**src/include/cps_map.svh**
```systemverilog
// Constants of the program sequencer: register port map, field positions,
// opcode and ALU codes, reset values and addresses.
// Assumes inclusion by the sequencer package users; definitions only.
// Operation
// - System clock is split into four phases; four phases form one cycle
// - Phase one advances the program counter and fetches the next word
// - Phases one to four decode and execute the previously fetched word
// - Fetch overlaps execution, giving one plain instruction per cycle
// - Jump and call take two cycles; the prefetched word is flushed
// - Program counter steps by one unless control moves elsewhere
// - Program counter is twelve bits: four upper bits and a low byte
// - Only the low byte of the program counter is program reachable
// - Jumps, calls, interrupt entry and reset load a destination address
// - A met skip condition discards the prefetched word for a dummy cycle
// - Low byte is read/write; a write jumps in the page with a dummy cycle
// - Return stack holds eight counter values, invisible to software
// - The stack pointer is neither readable nor writable by software
// - Call or interrupt acknowledge pushes the program counter
// - Subroutine or interrupt return pops the saved counter value
// - After reset the stack pointer shows an empty stack
// - With a full stack an interrupt is latched but not acknowledged
// - A call on a full stack proceeds and loses the oldest entry
// - An eight-bit ALU does arithmetic, logic, rotate and branch tests
// - ALU result goes to its target; flags are updated except by plain rotates and SIZ/SDZ
// - After reset the program counter is zero
`ifndef CPS_MAP_SVH
`define CPS_MAP_SVH
// ==========================================================================
// Register port
`define CPS_REG_CTRL   4'h0
`define CPS_REG_PCSTAT 4'h4
`define CPS_REG_CORE   4'h8
`define CPS_CTRL_RUN   0
`define CPS_CTRL_IRQEN 1
`define CPS_CTRL_RESET 2'h3
// ==========================================================================
// Datapath
`define CPS_PC_RESET   12'h000
`define CPS_IRQ_VECTOR 12'h004
`define CPS_PCL_DADDR  8'h02
`define CPS_STK_LEVELS 8
// ==========================================================================
// Opcode classes in instruction bits 15:12
`define CPS_OP_NOP   4'h0
`define CPS_OP_ALUA  4'h1
`define CPS_OP_ALUM  4'h2
`define CPS_OP_MOVLA 4'h3
`define CPS_OP_MOVAM 4'h4
`define CPS_OP_JUMP  4'h5
`define CPS_OP_CALL  4'h6
`define CPS_OP_RET   4'h7
`define CPS_OP_INTERRUPT_RETURN  4'h8
`define CPS_OP_SZ    4'h9
`define CPS_OP_SNZ   4'ha
`define CPS_OP_SIZ   4'hb
`define CPS_OP_SDZ   4'hc
// ALU codes in instruction bits 11:8
`define CPS_ALU_ADD  4'h0
`define CPS_ALU_ADC  4'h1
`define CPS_ALU_SUB  4'h2
`define CPS_ALU_SBC  4'h3
`define CPS_ALU_AND  4'h4
`define CPS_ALU_OR   4'h5
`define CPS_ALU_XOR  4'h6
`define CPS_ALU_CPL  4'h7
`define CPS_ALU_RR   4'h8
`define CPS_ALU_RL   4'h9
`define CPS_ALU_RRC  4'ha
`define CPS_ALU_RLC  4'hb
`define CPS_ALU_INC  4'hc
`define CPS_ALU_DEC  4'hd
`define CPS_ALU_PASS 4'he
`endif

```
**src/include/cps_pkg.sv**
```systemverilog
// Types of the program sequencer.
// Assumes compilation before the interface and design files.
`default_nettype none
package cps_pkg;
    typedef enum logic [1:0] {PH_T1, PH_T2, PH_T3, PH_T4} cps_phase_e;
    typedef struct packed {
        logic carry;
        logic zero;
        logic ovf;
    } cps_flags_s;
    typedef struct packed {
        cps_phase_e  phase;
        logic [11:0] pc;
        logic [11:0] pmAddr;
        logic [15:0] fetched;
        logic [15:0] ir;
        logic        irValid;
        logic [7:0]  acc;
        cps_flags_s  flags;
        logic [7:0]  opnd;
        logic [7:0]  dmAddr;
        logic [7:0]  dmWrData;
        logic        dmWrEn;
        logic        irqSync1;
        logic        irqSync2;
        logic        irqDly;
        logic        irqPend;
        logic        intEn;
        logic        irqAck;
        logic [1:0]  ctrl;
        logic [15:0] rdData;
    } cps_core_s;
endpackage
`default_nettype wire

```
**src/include/cps_stack_if.sv**
```systemverilog
// Push/pop link between the sequencer core and its return stack.
// Assumes one core and one stack on the same clock.
`timescale 1ns/100ps
`default_nettype none
interface cps_stack_if;
    logic        push;
    logic        pop;
    logic [11:0] pushData;
    logic [11:0] topData;
    logic        full;
    modport core  (output push, output pop, output pushData,
                   input topData, input full);
    modport store (input push, input pop, input pushData,
                   output topData, output full);
endinterface
`default_nettype wire

```
**src/design/cps_sequencer.sv**
```systemverilog
// Instruction sequencer core: four-phase cycle, fetch/execute overlap,
// program counter, return stack control, ALU and status flags.
// Assumes synchronous program and data memories with one cycle of latency.
//
// Added by the designer: the placing of the registers and the plain strobed port.
`timescale 1ns/100ps
`default_nettype none
`include "cps_map.svh"
module cps_sequencer (
    input  wire logic        clk_sys,
    input  wire logic        reset_n,
    output logic [11:0]      pmAddr,
    input  wire logic [15:0] pmData,
    output logic [7:0]       dmAddr,
    input  wire logic [7:0]  dmRdData,
    output logic [7:0]       dmWrData,
    output logic             dmWrEn,
    input  wire logic        irqReq,
    output logic             irqAck,
    output logic [1:0]       instrPhase,
    input  wire logic [3:0]  regAddr,
    input  wire logic [15:0] regWrData,
    input  wire logic        regWr,
    input  wire logic        regRd,
    output logic [15:0]      regRdData
);
    cps_pkg::cps_core_s st_q;
    cps_pkg::cps_core_s st_d;
    cps_stack_if        stk ();

    logic [3:0]  op;
    logic [3:0]  subOp;
    logic [9:0]  aluOut;
    logic [7:0]  aluRes;
    logic [7:0]  memData;
    logic        run;
    logic        execNow;
    logic        execValid;
    logic        memWrite;
    logic        toPcl;
    logic        skipHit;
    logic        ctlFlush;
    logic        irqRise;
    logic        irqTake;
    logic        aluClass;
    logic        addSub;
    logic        rotThru;
    logic        rotPlain;

    // ==========================================================================
    // ALU
    // Returns {overflow, carry, result}; carry of a subtract means no borrow
    function automatic logic [9:0] aluCalc(
        input logic [3:0] code,
        input logic [7:0] a,
        input logic [7:0] b,
        input logic       cin
    );
        logic [8:0] sum;
        logic [7:0] bb;
        logic       c0;
        logic [7:0] r;
        logic       co;
        sum = 9'h000;
        bb  = b;
        c0  = 1'b0;
        r   = 8'h00;
        co  = cin;
        unique case (code)
            `CPS_ALU_ADD, `CPS_ALU_ADC, `CPS_ALU_SUB, `CPS_ALU_SBC: begin
                bb  = code[1] ? ~b : b;
                c0  = (code == `CPS_ALU_SUB) ? 1'b1 :
                      (code == `CPS_ALU_ADD) ? 1'b0 : cin;
                sum = {1'b0, a} + {1'b0, bb} + {8'h00, c0};
                r   = sum[7:0];
                co  = sum[8];
            end
            `CPS_ALU_AND:  r = a & b;
            `CPS_ALU_OR:   r = a | b;
            `CPS_ALU_XOR:  r = a ^ b;
            `CPS_ALU_CPL:  r = ~b;
            `CPS_ALU_RR:   r = {b[0], b[7:1]};
            `CPS_ALU_RL:   r = {b[6:0], b[7]};
            `CPS_ALU_RRC: begin
                r  = {cin, b[7:1]};
                co = b[0];
            end
            `CPS_ALU_RLC: begin
                r  = {b[6:0], cin};
                co = b[7];
            end
            `CPS_ALU_INC:  r = b + 8'h01;
            `CPS_ALU_DEC:  r = b - 8'h01;
            `CPS_ALU_PASS: r = b;
            default:       r = 8'h00;                 // Code f is unused
        endcase
        return {(a[7] == bb[7]) && (r[7] != a[7]), co, r};
    endfunction

    // ==========================================================================
    // Decode of the word in execution
    assign op       = st_q.ir[15:12];
    assign subOp    = (op == `CPS_OP_SIZ) ? `CPS_ALU_INC :
                      (op == `CPS_OP_SDZ) ? `CPS_ALU_DEC : st_q.ir[11:8];
    assign aluOut   = aluCalc(subOp, st_q.acc, st_q.opnd, st_q.flags.carry);
    assign aluRes   = aluOut[7:0];
    assign aluClass = (op == `CPS_OP_ALUA) || (op == `CPS_OP_ALUM);
    assign addSub   = subOp <= `CPS_ALU_SBC;
    assign rotThru  = (subOp == `CPS_ALU_RRC) || (subOp == `CPS_ALU_RLC);
    assign rotPlain = (subOp == `CPS_ALU_RR) || (subOp == `CPS_ALU_RL);

    // Execution happens on the last phase of a running cycle
    assign run       = st_q.ctrl[`CPS_CTRL_RUN];
    assign execNow   = run && (st_q.phase == cps_pkg::PH_T4);
    assign execValid = execNow && st_q.irValid;

    // Writes that target the data side, low counter byte included
    assign memWrite = execValid && (op inside {`CPS_OP_ALUM, `CPS_OP_MOVAM,
                                               `CPS_OP_SIZ, `CPS_OP_SDZ});
    assign memData  = (op == `CPS_OP_MOVAM) ? st_q.acc : aluRes;
    assign toPcl    = st_q.ir[7:0] == `CPS_PCL_DADDR;

    // Branch decisions come out of the ALU result or the operand
    assign skipHit = execValid &&
        (((op == `CPS_OP_SZ) && (st_q.opnd == 8'h00)) ||
         ((op == `CPS_OP_SNZ) && (st_q.opnd != 8'h00)) ||
         (((op == `CPS_OP_SIZ) || (op == `CPS_OP_SDZ)) && (aluRes == 8'h00)));

    // Any change of flow discards the prefetched word
    assign ctlFlush = skipHit || (memWrite && toPcl) ||
        (execValid && (op inside {`CPS_OP_JUMP, `CPS_OP_CALL,
                                  `CPS_OP_RET, `CPS_OP_INTERRUPT_RETURN}));

    // Interrupt edge, latched until taken; a full stack holds it back
    assign irqRise = st_q.irqSync2 && !st_q.irqDly;
    assign irqTake = execNow && !ctlFlush && st_q.irqPend &&
                     st_q.intEn && st_q.ctrl[`CPS_CTRL_IRQEN] && !stk.full;

    // ==========================================================================
    // Next state
    // Interrupts are only taken where the flow is sequential, so the
    // pushed address is always the word that was going to run next.
    always_comb begin
        st_d          = st_q;
        st_d.dmWrEn   = 1'b0;
        st_d.irqAck   = 1'b0;
        st_d.rdData   = 16'h0000;
        stk.push      = 1'b0;
        stk.pop       = 1'b0;
        stk.pushData  = st_q.pc - 12'h001;
        // Request pin is asynchronous; two stages before use
        st_d.irqSync1 = irqReq;
        st_d.irqSync2 = st_q.irqSync1;
        st_d.irqDly   = st_q.irqSync2;
        // New edge wins over the clear by acknowledge
        st_d.irqPend  = irqRise || (st_q.irqPend && !irqTake);

        // Register port: control writes, state reads one cycle later
        if (regWr && regAddr == `CPS_REG_CTRL) begin
            st_d.ctrl = regWrData[1:0];
        end
        if (regRd) begin
            unique case (regAddr)
                `CPS_REG_CTRL:   st_d.rdData = {14'h0000, st_q.ctrl};
                `CPS_REG_PCSTAT: st_d.rdData = {st_q.irqPend, 3'h0, st_q.pc};
                `CPS_REG_CORE:   st_d.rdData = {5'h00, st_q.flags, st_q.acc};
                default:         st_d.rdData = 16'h0000;
            endcase
        end

        if (run) begin
            unique case (st_q.phase)
                cps_pkg::PH_T1: begin
                    st_d.phase  = cps_pkg::PH_T2;
                    st_d.pmAddr = st_q.pc;
                    st_d.pc     = st_q.pc + 12'h001;
                    st_d.dmAddr = st_q.ir[7:0];
                end
                cps_pkg::PH_T2: begin
                    st_d.phase = cps_pkg::PH_T3;
                end
                cps_pkg::PH_T3: begin
                    st_d.phase   = cps_pkg::PH_T4;
                    st_d.fetched = pmData;
                    // Only the low counter byte is visible as data
                    st_d.opnd = (st_q.dmAddr == `CPS_PCL_DADDR) ?
                                st_q.pc[7:0] : dmRdData;
                end
                cps_pkg::PH_T4: begin
                    st_d.phase   = cps_pkg::PH_T1;
                    st_d.ir      = st_q.fetched;
                    st_d.irValid = !(ctlFlush || irqTake);
                    if (st_q.irValid) begin
                        unique case (op)
                            `CPS_OP_ALUA:  st_d.acc = aluRes;
                            `CPS_OP_MOVLA: st_d.acc = st_q.ir[7:0];
                            `CPS_OP_JUMP:  st_d.pc = st_q.ir[11:0];
                            `CPS_OP_CALL: begin
                                st_d.pc  = st_q.ir[11:0];
                                stk.push = 1'b1;
                            end
                            `CPS_OP_RET: begin
                                st_d.pc = stk.topData;
                                stk.pop = 1'b1;
                            end
                            `CPS_OP_INTERRUPT_RETURN: begin
                                st_d.pc    = stk.topData;
                                stk.pop    = 1'b1;
                                st_d.intEn = 1'b1;
                            end
                            default: ;
                        endcase
                        // Status: rotates without carry leave flags alone
                        if (aluClass && !rotPlain) begin
                            st_d.flags.zero = aluRes == 8'h00;
                            if (addSub || rotThru) begin
                                st_d.flags.carry = aluOut[8];
                            end
                            if (addSub) begin
                                st_d.flags.ovf = aluOut[9];
                            end
                        end
                    end
                    // Low byte write jumps inside the present page
                    if (memWrite && toPcl) begin
                        st_d.pc = {st_q.pc[11:8], memData};
                    end else if (memWrite) begin
                        st_d.dmWrEn   = 1'b1;
                        st_d.dmWrData = memData;
                    end
                    if (irqTake) begin
                        stk.push    = 1'b1;
                        st_d.pc     = `CPS_IRQ_VECTOR;
                        st_d.intEn  = 1'b0;
                        st_d.irqAck = 1'b1;
                    end
                end
            endcase
        end
    end

    // Reset starts from address zero with an empty pipeline slot
    always_ff @(posedge clk_sys) begin
        if (!reset_n) begin
            st_q         <= '0;
            st_q.pc      <= `CPS_PC_RESET;
            st_q.intEn   <= 1'b1;
            st_q.ctrl    <= `CPS_CTRL_RESET;
        end else begin
            st_q <= st_d;
        end
    end

    // ==========================================================================
    // Return stack; its pointer never reaches the register port
    cps_return_stack #(
        .DEPTH   (`CPS_STK_LEVELS)
    ) u_stack (
        .clk_sys (clk_sys),
        .reset_n (reset_n),
        .stk     (stk)
    );

    // ==========================================================================
    // Outputs
    assign pmAddr     = st_q.pmAddr;
    assign dmAddr     = st_q.dmAddr;
    assign dmWrData   = st_q.dmWrData;
    assign dmWrEn     = st_q.dmWrEn;
    assign irqAck     = st_q.irqAck;
    assign instrPhase = st_q.phase;
    assign regRdData  = st_q.rdData;
endmodule
`default_nettype wire

```
**src/design/cps_return_stack.sv**
```systemverilog
// Hardware return stack of the sequencer, circular, no software access.
// Assumes push and pop never come in the same cycle.
`timescale 1ns/100ps
`default_nettype none
`include "cps_map.svh"
module cps_return_stack #(
    parameter int DEPTH = `CPS_STK_LEVELS
) (
    input  wire logic   clk_sys,
    input  wire logic   reset_n,
    cps_stack_if.store  stk
);
    localparam int PW = $clog2(DEPTH);
    typedef struct packed {
        logic [PW-1:0]           ptr;
        logic [PW:0]             cnt;
        logic [DEPTH-1:0][11:0]  mem;
    } cps_stk_s;
    cps_stk_s st_q;
    cps_stk_s st_d;
    // ==========================================================================
    // Storage: pointer and count are internal only
    assign stk.topData = st_q.mem[st_q.ptr - PW'(1)];
    assign stk.full    = st_q.cnt == (PW+1)'(DEPTH);
    // Push overwrites the oldest slot when full, so the count saturates
    always_comb begin
        st_d = st_q;
        if (stk.push) begin
            st_d.mem[st_q.ptr] = stk.pushData;
            st_d.ptr = st_q.ptr + PW'(1);
            if (!stk.full) begin
                st_d.cnt = st_q.cnt + (PW+1)'(1);
            end
        end else if (stk.pop && st_q.cnt != '0) begin
            st_d.ptr = st_q.ptr - PW'(1);
            st_d.cnt = st_q.cnt - (PW+1)'(1);
        end
    end
    // Reset leaves an empty stack and clears the stored contents as well
    always_ff @(posedge clk_sys) begin
        if (!reset_n) begin
            st_q <= '0;
        end else begin
            st_q <= st_d;
        end
    end
endmodule
`default_nettype wire

```
**config.mk**
```make
export PLATFORM = sky130hd
export DESIGN_NAME = cps_sequencer
export DESIGN_NICKNAME = d
export VERILOG_FILES = /design/src/include/cps_pkg.sv /design/src/include/cps_stack_if.sv /design/src/design/cps_sequencer.sv /design/src/design/cps_return_stack.sv
export VERILOG_INCLUDE_DIRS = /design/src /design/src/include
export SDC_FILE = /design/constraint.sdc
export NUM_CORES = 1
export LEC_CHECK = 0
export ABC_CLOCK_PERIOD_IN_PS = 6400
export BUFFER_PORTS_ARGS = -buffer_cell sky130_fd_sc_hd__buf_2
export CAP_MARGIN = 30
export CORE_MARGIN = 3
export CORE_UTILIZATION = 60
export DETAILED_ROUTE_END_ITERATION = 7
export GPL_ROUTABILITY_DRIVEN = 0
export PLACE_DENSITY = 0.8
export RECOVER_POWER = 50
export SYNTH_ARGS = -nofsm -noshare
export SYNTH_HDL_FRONTEND = slang
export SYNTH_SLANG_ARGS = --single-unit
```
**constraint.sdc**
```tcl
create_clock -name clk_sys -period 6.4 [get_ports clk_sys]
set_input_delay 1.28 -clock clk_sys [delete_from_list [all_inputs] [get_ports clk_sys]]
set_output_delay 1.28 -clock clk_sys [all_outputs]
set_load 0.05 [all_outputs]
```
# Word level (Yosys, flattened, before mapping)
# Cells that the tools add are included.
classes:
  magnitude_cmp: 4
  n_div: 0
  n_bitwise: 8
  n_mux: 39
  reduce_logical: 71
  addsub: 10
  n_shift: 0
  eq_ne: 42
  mul: 0
op_table:
  columns: ["operator", "count"]
  rows:
  - ["bitwise mux 96 bit", 1]
  - ["case mux 8 bit (12 select lines)", 1]
  - ["two-way mux 12 bit", 5]
  - ["equality test 4 bit, second input constant", 14]
  - ["case mux 12 bit (2 select lines)", 2]
  - ["case mux 16 bit (3 select lines)", 1]
  - ["binary-select mux 12 bit (select 3 bit)", 1]
  - ["demux 12 bit (select 3 bit)", 1]
  - ["equality test 4 x 3 -> 1 bit, second input constant", 9]
  - ["two-way mux 8 bit", 4]
  - ["logical AND 1 bit", 21]
  - ["AND reduction 4 bit", 5]
  - ["equality test 4 x 2 -> 1 bit, second input constant", 4]
  - ["equality test 8 x 2 -> 1 bit, second input constant", 2]
  - ["logical NOT 8 bit", 2]
  - ["case mux 8 bit (2 select lines)", 1]
  - ["two-way mux 1 bit", 14]
  - ["two-way mux 7 bit", 2]
  - ["adder 12 x 1 -> 12 bit, second input constant", 1]
  - ["two-way mux 4 bit", 3]
  - ["nonzero test 4 bit", 3]
  - ["subtractor 12 x 1 -> 12 bit, second input constant", 1]
  - ["logical OR 1 bit", 11]
  - ["AND reduction 2 bit", 5]
  - ["40 further kinds", 60]
totals:
  memories: 0
  input_bits: 49
  mem_bits_ro: 0
  latch_bits: 0
  elab_cells: 207
  ff_bits: 222
  ram_bits: 0

# Logic depth before layout (Yosys ltp)
# Gate-level depths: netlist of run 1.
logic_depth:
  depth_word: 25
  mapped_depth: 23

# By module
# A second synthesis of run 1 with hierarchy kept.
unflattened:
  cells_unflattened: 1531
  hier_area_um2: 12634.6
by_module_without_submodules:
  columns: ["mod", "seq_area_each_um2", "cells_each", "area_each_um2", "instances"]
  rows:
  - ["cps_sequencer", 2322.2, 987, 7731.2, 1]
  - ["cps_return_stack", 2062.0, 544, 4903.5, 1]

# Least setup slack after synthesis of run 1
# Ideal clock, no wire load.
synth_path:
  path_kind: "register to register"
  from: "register st_q, in the netlist op[3]"
  to: "register u_stack.st_q[99] (netlist bit)"
  path_slack_ns: 1.580
  path_buffers: 1
  t_required_ns: 6.285
  t_arrival_ns: 4.705
  path_stages_with_launch: 23
  synth_period_minus_slack_ns: 4.820
  cell_sequence: "dfxtp_1 -> buf_2 -> nand4b_1 -> nand2_1 -> nor3_1 -> a22oi_1 -> fa_1 -> fa_1 -> nand2b_1 -> a21oi_1 -> xnor2_1 -> o221ai_1 -> or3_1 -> a211oi_1 -> nand4_2 -> a21o_4 -> inv_6 -> ha_1 -> a21o_1 -> a21oi_1 -> a221oi_1 -> o21a_1 -> o21a_1"
synth_via:
  elab_chain_cells: 25
  word_cells_on_any_way: 70
synth_lines:
  columns: ["item", "line_no", "source"]
  rows:
  - ["from (decl)", "cps_sequencer.sv:27", "cps_pkg::cps_core_s st_q;"]
  - ["from (signal assigned)", "cps_sequencer.sv:250", "st_q <= st_d;"]
  - ["branches (longest 25 deep; another with adder 8 x 8 -> 9 bit)", null, null]
  - ["to (signal assigned)", "cps_return_stack.sv:44", "st_q <= st_d;"]
  - ["to (decl)", "cps_return_stack.sv:19", "cps_stk_s st_q;"]
# Parallel ways; which one is timed is not known.
# A chain may end at the register's enable or synchronous reset.

# Worst setup path in the final report of run 1
layout_path:
  from: "register st_q, in the netlist op[2]"
  to: "register u_stack.st_q[99] (netlist bit)"
# The elaborated chain is that of the path after synthesis.

==> metrics.cfg, run 1 <==
[run_status]
outcome = finished with violations
violations = max-capacitance violations, max-slew violations

[clock_network]
cts_hold_buf = 0
postCtsSetupBuffers = 0
cts_sinks = 219
cts_tree = yes
post_cts_resized = 0
path_clk_slew_ns = 0.06
cts_root_buffer = clkbuf_16
cts-buffers-inserted = 23
insertion_delay_ns = 0.54
clock_path_buffers = 3
cts.htree.levels = 1

[drt]
wl_met2_um = 14600
viasPerCell = 6.23
m1WireLength_um = 13600
drc = 0
wl_um = 32700
drtIter0Drc = 1106
vias = 10593
top_layer = met4
wl_met3_um = 2860
wl_per_cell_um = 19.2
ant_nets = 0
dr.pass1.iters = 7

[global_routing]
grt_antenna_before_repair = 0
globalRouteOverflowTotal = 0
grt_max_degree = 104
track_usage = 0.292
grt_pass1_wl_um = 52700
grt_pass1_vias = 10017

[power_and_ir_drop]
leakage_nw = 5.16
ir_drop_uv = 224
power_mw = 3.79
power_density_nw_per_um2 = 290

[sta]
setup_tns_ns = 0
fin_worst_skew_ns = 0.0215
fin_crit_ns = 5.81
tightestPinTransition_ns = 2.00
max_slew_margin = -0.330
slew_violations = 200
finalHoldViolations = 0
fin_ws_ns = 0.590
setup_viol = 0
hold_slack_ns = 0.453
rsz0062_at_grt = no
fmax_mhz = 172
finalCritPeriodShare = 0.908

[yosys]
avgSynthCellArea_sq_um = 8.52
yosys.area.top_type = dfxtp_1
synth.most_common_cell = nand2_1
yosys-top-cells-area = dfxtp_1 36%, mux2i_1 11%, nand2_1 8.7%
async_reset_ff_frac = 0
syn_inst = 1436
netlist_area_sq_um = 12200
yosysUniqueCellTypes = 83
synth_edf_count = 0
synthTopCellsByCount = 285 x nand2_1, 219 x dfxtp_1, 131 x mux2i_1
synth_flop_cell = dfxtp_1
synth_seq_cells = 219
seq_area_frac_synth = 0.358
synth_top_area_frac = 0.358
yosysWarnings = 0

[placement]
dp_cells = 1660
io_buffers = 79
dpl_cell_area_sq_um = 12400
dp_hpwl_um = 22700
post-place-ws_ns = 0.731

[final_layout]
finalInstanceArea_sq_um = 13100
n_antenna_cell = 0
fin_util = 0.663
fin_cells = 1701
area_growth_pct = 6.78
drive_gt1_frac = 0.104
nets = 1506

[worst_setup_path]
cp_slowest_stage_delay_ns = 0.63
critPathBufInv = 1
critPathKind = flip-flop to flip-flop
crit_path_end_kind = flip-flop
worstPathCellList = nand4b_1 > nand2_1 > nor3_1 > a22oi_1 > fa_1 > fa_1 > nand2b_1 > a21oi_1 > xnor2_1 > o221ai_1 > or3_1 > a211oi_1 > nand4_2 > a21o_4 > inv_6 > ha_1 > a21o_1 > a21oi_1 > a221oi_1 > o21a_1 > o21a_1
crit_fanout = 16
worstPathArrival_ns = 6.22
cpLargestDelayFamily = compound AO/OA/AOI/OAI gates
cp-start-kind = flip-flop
cp_slowest_cell = dfxtp_1
required_ns = 6.81

[die]
die-area_sq_um = 22100
num_io_pins = 97
die_w_um = 149
coreArea_sq_um = 19700
die_y_um = 149
initial_core_util = 0.621
fp-row-count = 51

[worst_hold_path]
holdCritPathClass = flip-flop to flip-flop

[run]
maxCapViolCount = 3

-- per-layer routing --
| metal | vias up | track usage |
|---|---|---|
| li1 | 4961 | - |
| met1 | 4968 | 0.392 |
| met2 | 537 | 0.462 |
| met3 | 127 | 0.0492 |
| met4 | 0 | 0.136 |
| met5 | - | 0 |
-- final timing paths --
path	depth (start not counted)	endpoint	start	slack, ns
setup / recovery	21	u_stack.st_q[99]	op[2]	0.59
setup reg to reg	21	u_stack.st_q[99]	op[2]	0.59
hold / removal	2	st_q[72]	st_q[88]	0.45
hold reg to reg	2	st_q[72]	st_q[88]	0.45
-- power breakdown --
part | switching (mW) | internal, mW | total, mW | leakage (nW)
combinational | 0.636 | 0.298 | 0.933 | 3.02
sequential | 0.120 | 1.43 | 1.55 | 1.77
clock | 0.559 | 0.747 | 1.31 | 0.372
-- flip-flops by register name, indices dropped and copies added, names as in the netlist --
register      count
st_d              2
run               1
dmWrEn            1
instrPhase        2
dmWrData          8
dmAddr            8
irqAck            1
regRdData        13
u_stack.st_q    103
pmAddr           12
op                4
st_q             64
-- layout make-up --
class                           instances  area, sq um
Clock buffer                           34          687
Tap cell                              265          332
Clock inverter                          7         53.8
Fill cell                            1622         6650
Inverter                               37          144
Multi-Input combinational cell       1035         6940
Timing Repair Buffer                  104          527
Sequential cell                       219         4380
-- worst reg2reg max path, cell delays in order, from the launching register on --
cell and delay (ns):
dfxtp_1 0.63, nand4b_1 0.26, nand2_1 0.09, nor3_1 0.50, a22oi_1 0.22, fa_1 0.46, fa_1 0.39, nand2b_1 0.17
a21oi_1 0.24, xnor2_1 0.16, o221ai_1 0.12, or3_1 0.33, a211oi_1 0.30, nand4_2 0.30, a21o_4 0.36, inv_6 0.12
ha_1 0.24, a21o_1 0.18, a21oi_1 0.18, a221oi_1 0.09, o21a_1 0.19, o21a_1 0.17
-- logic make-up after synthesis --
family,after synthesis,share of synthesized area
AND/OR/NAND/NOR,538,0.201
buffers and inverters,184,0.0766
flip-flops,219,0.358
AO/OA/AOI/OAI,260,0.142
adder cells (fa/ha/maj),37,0.0397
XOR/XNOR,37,0.0265
other,1,0.000306
multiplexers,160,0.156
-- cells in the final DEF, fill, tap and decap left out, types with 10 or more instances in the layout --
cell / netlist / layout
nand2_1: 285 / 285
dfxtp_1: 219 / 219
mux2i_1: 131 / 131
a21oi_1: 102 / 102
nor2_1: 97 / 97
clkbuf_1: 75 / 51
inv_1: 34 / 34
ha_1: 34 / 34
buf_2: 7 / 33
nor3_1: 29 / 27
o21ai_0: 25 / 25
a211oi_1: 24 / 24
mux4_2: 24 / 24
clkbuf_16: 0 / 23
buf_4: 54 / 22
xnor2_1: 21 / 21
nand3_1: 21 / 21
a22oi_1: 19 / 19
xor2_1: 16 / 16
nand2b_1: 14 / 14
and3_1: 13 / 13
nor2b_1: 11 / 11
and2_1: 11 / 10
a31oi_1: 10 / 10
No activity file was read; power rests on OpenSTA's default activity.
==> run 2, diff against run 1 <==
ABC_CLOCK_PERIOD_IN_PS = 4900   (was 6400)
CORE_UTILIZATION = 55   (was 60)
PLACE_DENSITY = 0.77   (was 0.8)
clock period = 4.9 ns   (was 6.4 ns; I/O delays follow)
==> metrics.cfg, run 2 (synthesized netlist as in run 1, its figures left out) <==
[sta]
tightestPinTransition_ns = 1.89
slew_violations = 154
finalCritPeriodShare = 0.957
rsz0062_at_grt = no
hold_slack_ns = 0.444
fmax_mhz = 213
finalHoldViolations = 0
fin_worst_skew_ns = 0.0144
fin_ws_ns = 0.210
setup_viol = 0
max_slew_margin = -0.262
fin_crit_ns = 4.69

[placement]
io_buffers = 79
post-place-ws_ns = -0.105
dp_hpwl_um = 23700
dp_cells = 1713

[power_and_ir_drop]
leakage_nw = 5.43
ir_drop_uv = 280
power_density_nw_per_um2 = 364
power_mw = 4.95

[drt]
viasPerCell = 6.10
dr.pass1.iters = 8
vias = 10698
wl_per_cell_um = 19.1
drtIter0Drc = 995
drc = 0
ant_nets = 0
wl_um = 33500

[final_layout]
drive_gt1_frac = 0.141
fin_util = 0.635
final_cell_mix = 283 x nand2_1, 214 x dfxtp_1, 131 x mux2i_1
fin_cells = 1755
final_common_cell = nand2_1
n_antenna_cell = 0
nets = 1553
n_fill_cell = 1820
area_growth_pct = 11.2
top_register = u_stack.st_q
largest_reg_flops = 103

[worst_setup_path]
worstRegToRegCells = 20
worstPathArrival_ns = 5.10
reg2reg_slack_ns = 0.21
r2r_end = u_stack.st_q[99]
crit_end = u_stack.st_q[99]
crit_path_end_kind = flip-flop
worstSetupStartpoint = op[1]
required_ns = 5.31
r2r_start = op[1]
cp-start-kind = flip-flop
crit_fanout = 8
critPathKind = flip-flop to flip-flop

[die]
coreArea_sq_um = 21400
num_io_pins = 97
die-area_sq_um = 24100
die_y_um = 155
fp-row-count = 53
die_w_um = 155
initial_core_util = 0.571

[run_status]
outcome = finished with violations
violations = max-capacitance violations, max-slew violations

[global_routing]
track_usage = 0.269
grt_pass1_vias = 10187
grt_pass1_wl_um = 52800
globalRouteOverflowTotal = 0
grt_antenna_before_repair = 1
grt_max_degree = 54

[clock_network]
insertion_delay_ns = 0.52
path_clk_slew_ns = 0.06
cts.htree.levels = 1
cts_tree = yes
cts_sinks = 219
clock_path_buffers = 3
cts_hold_buf = 0
cts_root_buffer = clkbuf_16
cts-buffers-inserted = 24

[worst_hold_path]
holdCritPathClass = flip-flop to flip-flop
hold_start = st_q[91]

[run]
maxCapViolCount = 4

## run 2: routing by layer
layer	vias up	routed length (um)	track usage
met5	-	7	0
met4	2	1640	0.123
met3	111	3150	0.0587
met2	518	14900	0.429
met1	5018	13700	0.349
li1	5049	-	-
## run 2: per-stage QoR
| step | instance area, sq um | TNS, ns |
|---|---|---|
| final | 13600 | 0 |
| after global routing | 13600 | 0 |
| after CTS | 13500 | 0 |
| after detailed placement | 12800 | -0.105 |
| after global placement | 12800 | -0.0365 |
| after floorplan | 12200 | 0 |
## run 2: report_power, final
group,switching (mW),leakage [nW],internal [mW]
logic,0.841,3.31,0.433
clock network,0.699,0.345,0.960
registers,0.151,1.77,1.86
## run 2: how the worst min path moves through the flow
| stage | end | slack (ns) | depth (start not counted) |
|---|---|---|---|
| floorplan | st_d[21] | 0.41 | 1 |
| global placement | st_d[21] | 0.41 | 1 |
| CTS | op[2] | 0.44 | 2 |
| detailed placement | st_d[21] | 0.43 | 1 |
| global route | u_stack.st_q[94] | 0.47 | 2 |
| finish | op[2] | 0.44 | 2 |
## run 2: final cells by class
class,instances,area (sq um),share of cell area
Multi-Input combinational cell,1035,7040,0.517
Sequential cell,219,4400,0.323
Timing Repair Buffer,150,972,0.0714
Clock buffer,36,686,0.0504
Tap cell,275,344,0.0253
Inverter,37,144,0.0106
Clock inverter,3,28.8,0.00211
## run 2: worst max-delay path, stage by stage, from the launching register on
cell	delay, ns
dfxtp_2	0.38
and4bb_2	0.28
nor3_2	0.24
a22oi_2	0.13
fa_2	0.44
fa_2	0.38
nand2b_4	0.16
a21oi_4	0.16
xnor2_1	0.13
o221ai_1	0.14
or3_4	0.40
a211oi_4	0.28
nand4_4	0.16
a21o_4	0.28
inv_6	0.06
ha_1	0.22
a21o_1	0.16
a21oi_2	0.16
a221oi_2	0.06
o21a_1	0.20
o21a_1	0.17
## run 2: repair_timing
item / 4_1_cts / 5_1_grt
setup endpoints to repair: 2 / 9
pin swaps: 1 / 18
gates cloned: 0 / 0
resized for setup: 5 / 25
buffers inserted: 0 / 4
==> run 3, diff against run 2 <==
CTS_BUF_LIST = sky130_fd_sc_hd__clkbuf_16   (was not set)
==> metrics.cfg, run 3 (synthesized netlist as in run 1, its figures left out) <==
[run_status]
outcome = finished with violations
violations = max-capacitance violations, max-slew violations

[power_and_ir_drop]
seq_power_share = 0.414
ir_drop_uv = 274
pwr-share-clk = 0.325
p_int_mw = 3.18
comb_power_share = 0.262
power_mw = 4.87
switchingPower_mw = 1.70
leakage_nw = 5.44
power_density_nw_per_um2 = 359
p_sw_frac = 0.348

[worst_setup_path]
reg2reg_slack_ns = 0.19
critPathKind = flip-flop to flip-flop
cp_slowest_stage_delay_ns = 0.44
worstPathArrival_ns = 5.12
required_ns = 5.31
cp-start-kind = flip-flop
r2r_start = op[2]
crit_path_end_kind = flip-flop
worstPathCellList = nand4b_1 > nand2_2 > nor3_4 > buf_6 > nand2_2 > a22oi_2 > fa_2 > fa_2 > nand2b_4 > a21oi_4 > xnor2_1 > o221ai_1 > or3_4 > a211oi_4 > nand4_4 > a21o_4 > inv_6 > ha_1 > a21o_1 > a21oi_2 > a221oi_2 > o21a_1 > o21a_1
critPathBufInv = 2
cp_slowest_cell = fa_2
crit_fanout = 9
worstSetupStartpoint = op[2]
cpLargestDelayFamily = compound AO/OA/AOI/OAI gates

[clock_network]
cts.htree.levels = 1
cts_hold_buf = 0
insertion_delay_ns = 0.52
cts_sinks = 219
cts_tree = yes
clock_path_buffers = 3
cts-buffers-inserted = 24
cts_root_buffer = clkbuf_16
path_clk_slew_ns = 0.06

[sta]
tightestPinTransition_ns = 1.89
rsz0062_at_grt = no
fin_worst_skew_ns = 0.0131
max_slew_margin = -0.261
setup_tns_ns = 0
hold_slack_ns = 0.443
slew_violations = 154
finalHoldViolations = 0
fin_crit_ns = 4.71
finalCritPeriodShare = 0.961
fin_ws_ns = 0.192
setup_viol = 0
fmax_mhz = 212

[global_routing]
grt_antenna_before_repair = 1
grt_max_degree = 54
track_usage = 0.269
grt_pass1_vias = 10202
globalRouteOverflowTotal = 0
grt_pass1_wl_um = 52700

[die]
die-area_sq_um = 24100
initial_core_util = 0.571
die_w_um = 155
die_y_um = 155
fp-row-count = 53
num_io_pins = 97
coreArea_sq_um = 21400

[placement]
dp_cells = 1713
io_buffers = 79
post-place-ws_ns = -0.105
dpl_cell_area_sq_um = 12800
dp_hpwl_um = 23700

[final_layout]
fin_cells = 1755
final_cell_mix = 283 x nand2_1, 214 x dfxtp_1, 131 x mux2i_1
top_register = u_stack.st_q
largest_reg_flops = 103
fin_util = 0.633
area_growth_pct = 10.9
nets = 1553
finalInstanceArea_sq_um = 13600
final_common_cell = nand2_1
drive_gt1_frac = 0.138
n_antenna_cell = 0

[drt]
viasPerCell = 6.06
drc = 0
wl_per_cell_um = 19.0
drtIter0Drc = 1096
ant_nets = 0
wl_um = 33400
dr.pass1.iters = 6
vias = 10637

[worst_hold_path]
holdCritPathClass = flip-flop to flip-flop
hold_start = st_q[91]

[run]
maxCapViolCount = 4

run 3: worst paths after layout:
check,end,depth (start not counted)
setup reg to reg,u_stack.st_q[99],23
hold reg to reg,op[2],2
hold / removal,op[2],2
setup / recovery,u_stack.st_q[99],23
run 3: repair_timing:
| item | 4_1_cts | 5_1_grt |
|---|---|---|
| pin swaps | 1 | 18 |
| buffers inserted | 0 | 4 |
| hold endpoints to repair | 0 | 0 |
| setup endpoints to repair | 2 | 9 |
| gates resized for setup | 5 | 25 |
run 3: layer usage:
layer / wire [um] / GRT usage / share of wire
met3: 2940 / 0.0595 / 0.088
met4: 1550 / 0.122 / 0.046
met5: 7 / 0 / 0.00021
met1: 13800 / 0.349 / 0.41
met2: 15100 / 0.429 / 0.45
run 3: cell type report:
class / count / area (sq um)
clock buffers: 24 / 601
clock inverters: 15 / 73.8
fillers: 1832 / 7850
inverters: 37 / 144
multi-input cells: 1035 / 7040
flip-flops and latches: 219 / 4400
well taps: 275 / 344
repair buffers: 150 / 972
run 3: worst reg2reg max path, cell delays in order, from the launching register on:
cell and delay (ns):
dfxtp_4 0.37, nand4b_1 0.22, nand2_2 0.14, nor3_4 0.05, buf_6 0.13, nand2_2 0.06, a22oi_2 0.06, fa_2 0.44
fa_2 0.38, nand2b_4 0.16, a21oi_4 0.16, xnor2_1 0.13, o221ai_1 0.14, or3_4 0.40, a211oi_4 0.28, nand4_4 0.16
a21o_4 0.29, inv_6 0.06, ha_1 0.22, a21o_1 0.16, a21oi_2 0.16, a221oi_2 0.06, o21a_1 0.20, o21a_1 0.17
run 3: power groups by stage:
stage                     clock network (mW)  registers, mW  logic [mW]
after global placement                     0           2.04        1.20
after detailed placement                   0           2.04        1.23
after global routing                    1.67           2.02        1.41
after CTS                               1.59           2.01        1.24
final                                   1.58           2.01        1.27
after floorplan                            0           1.95       0.971
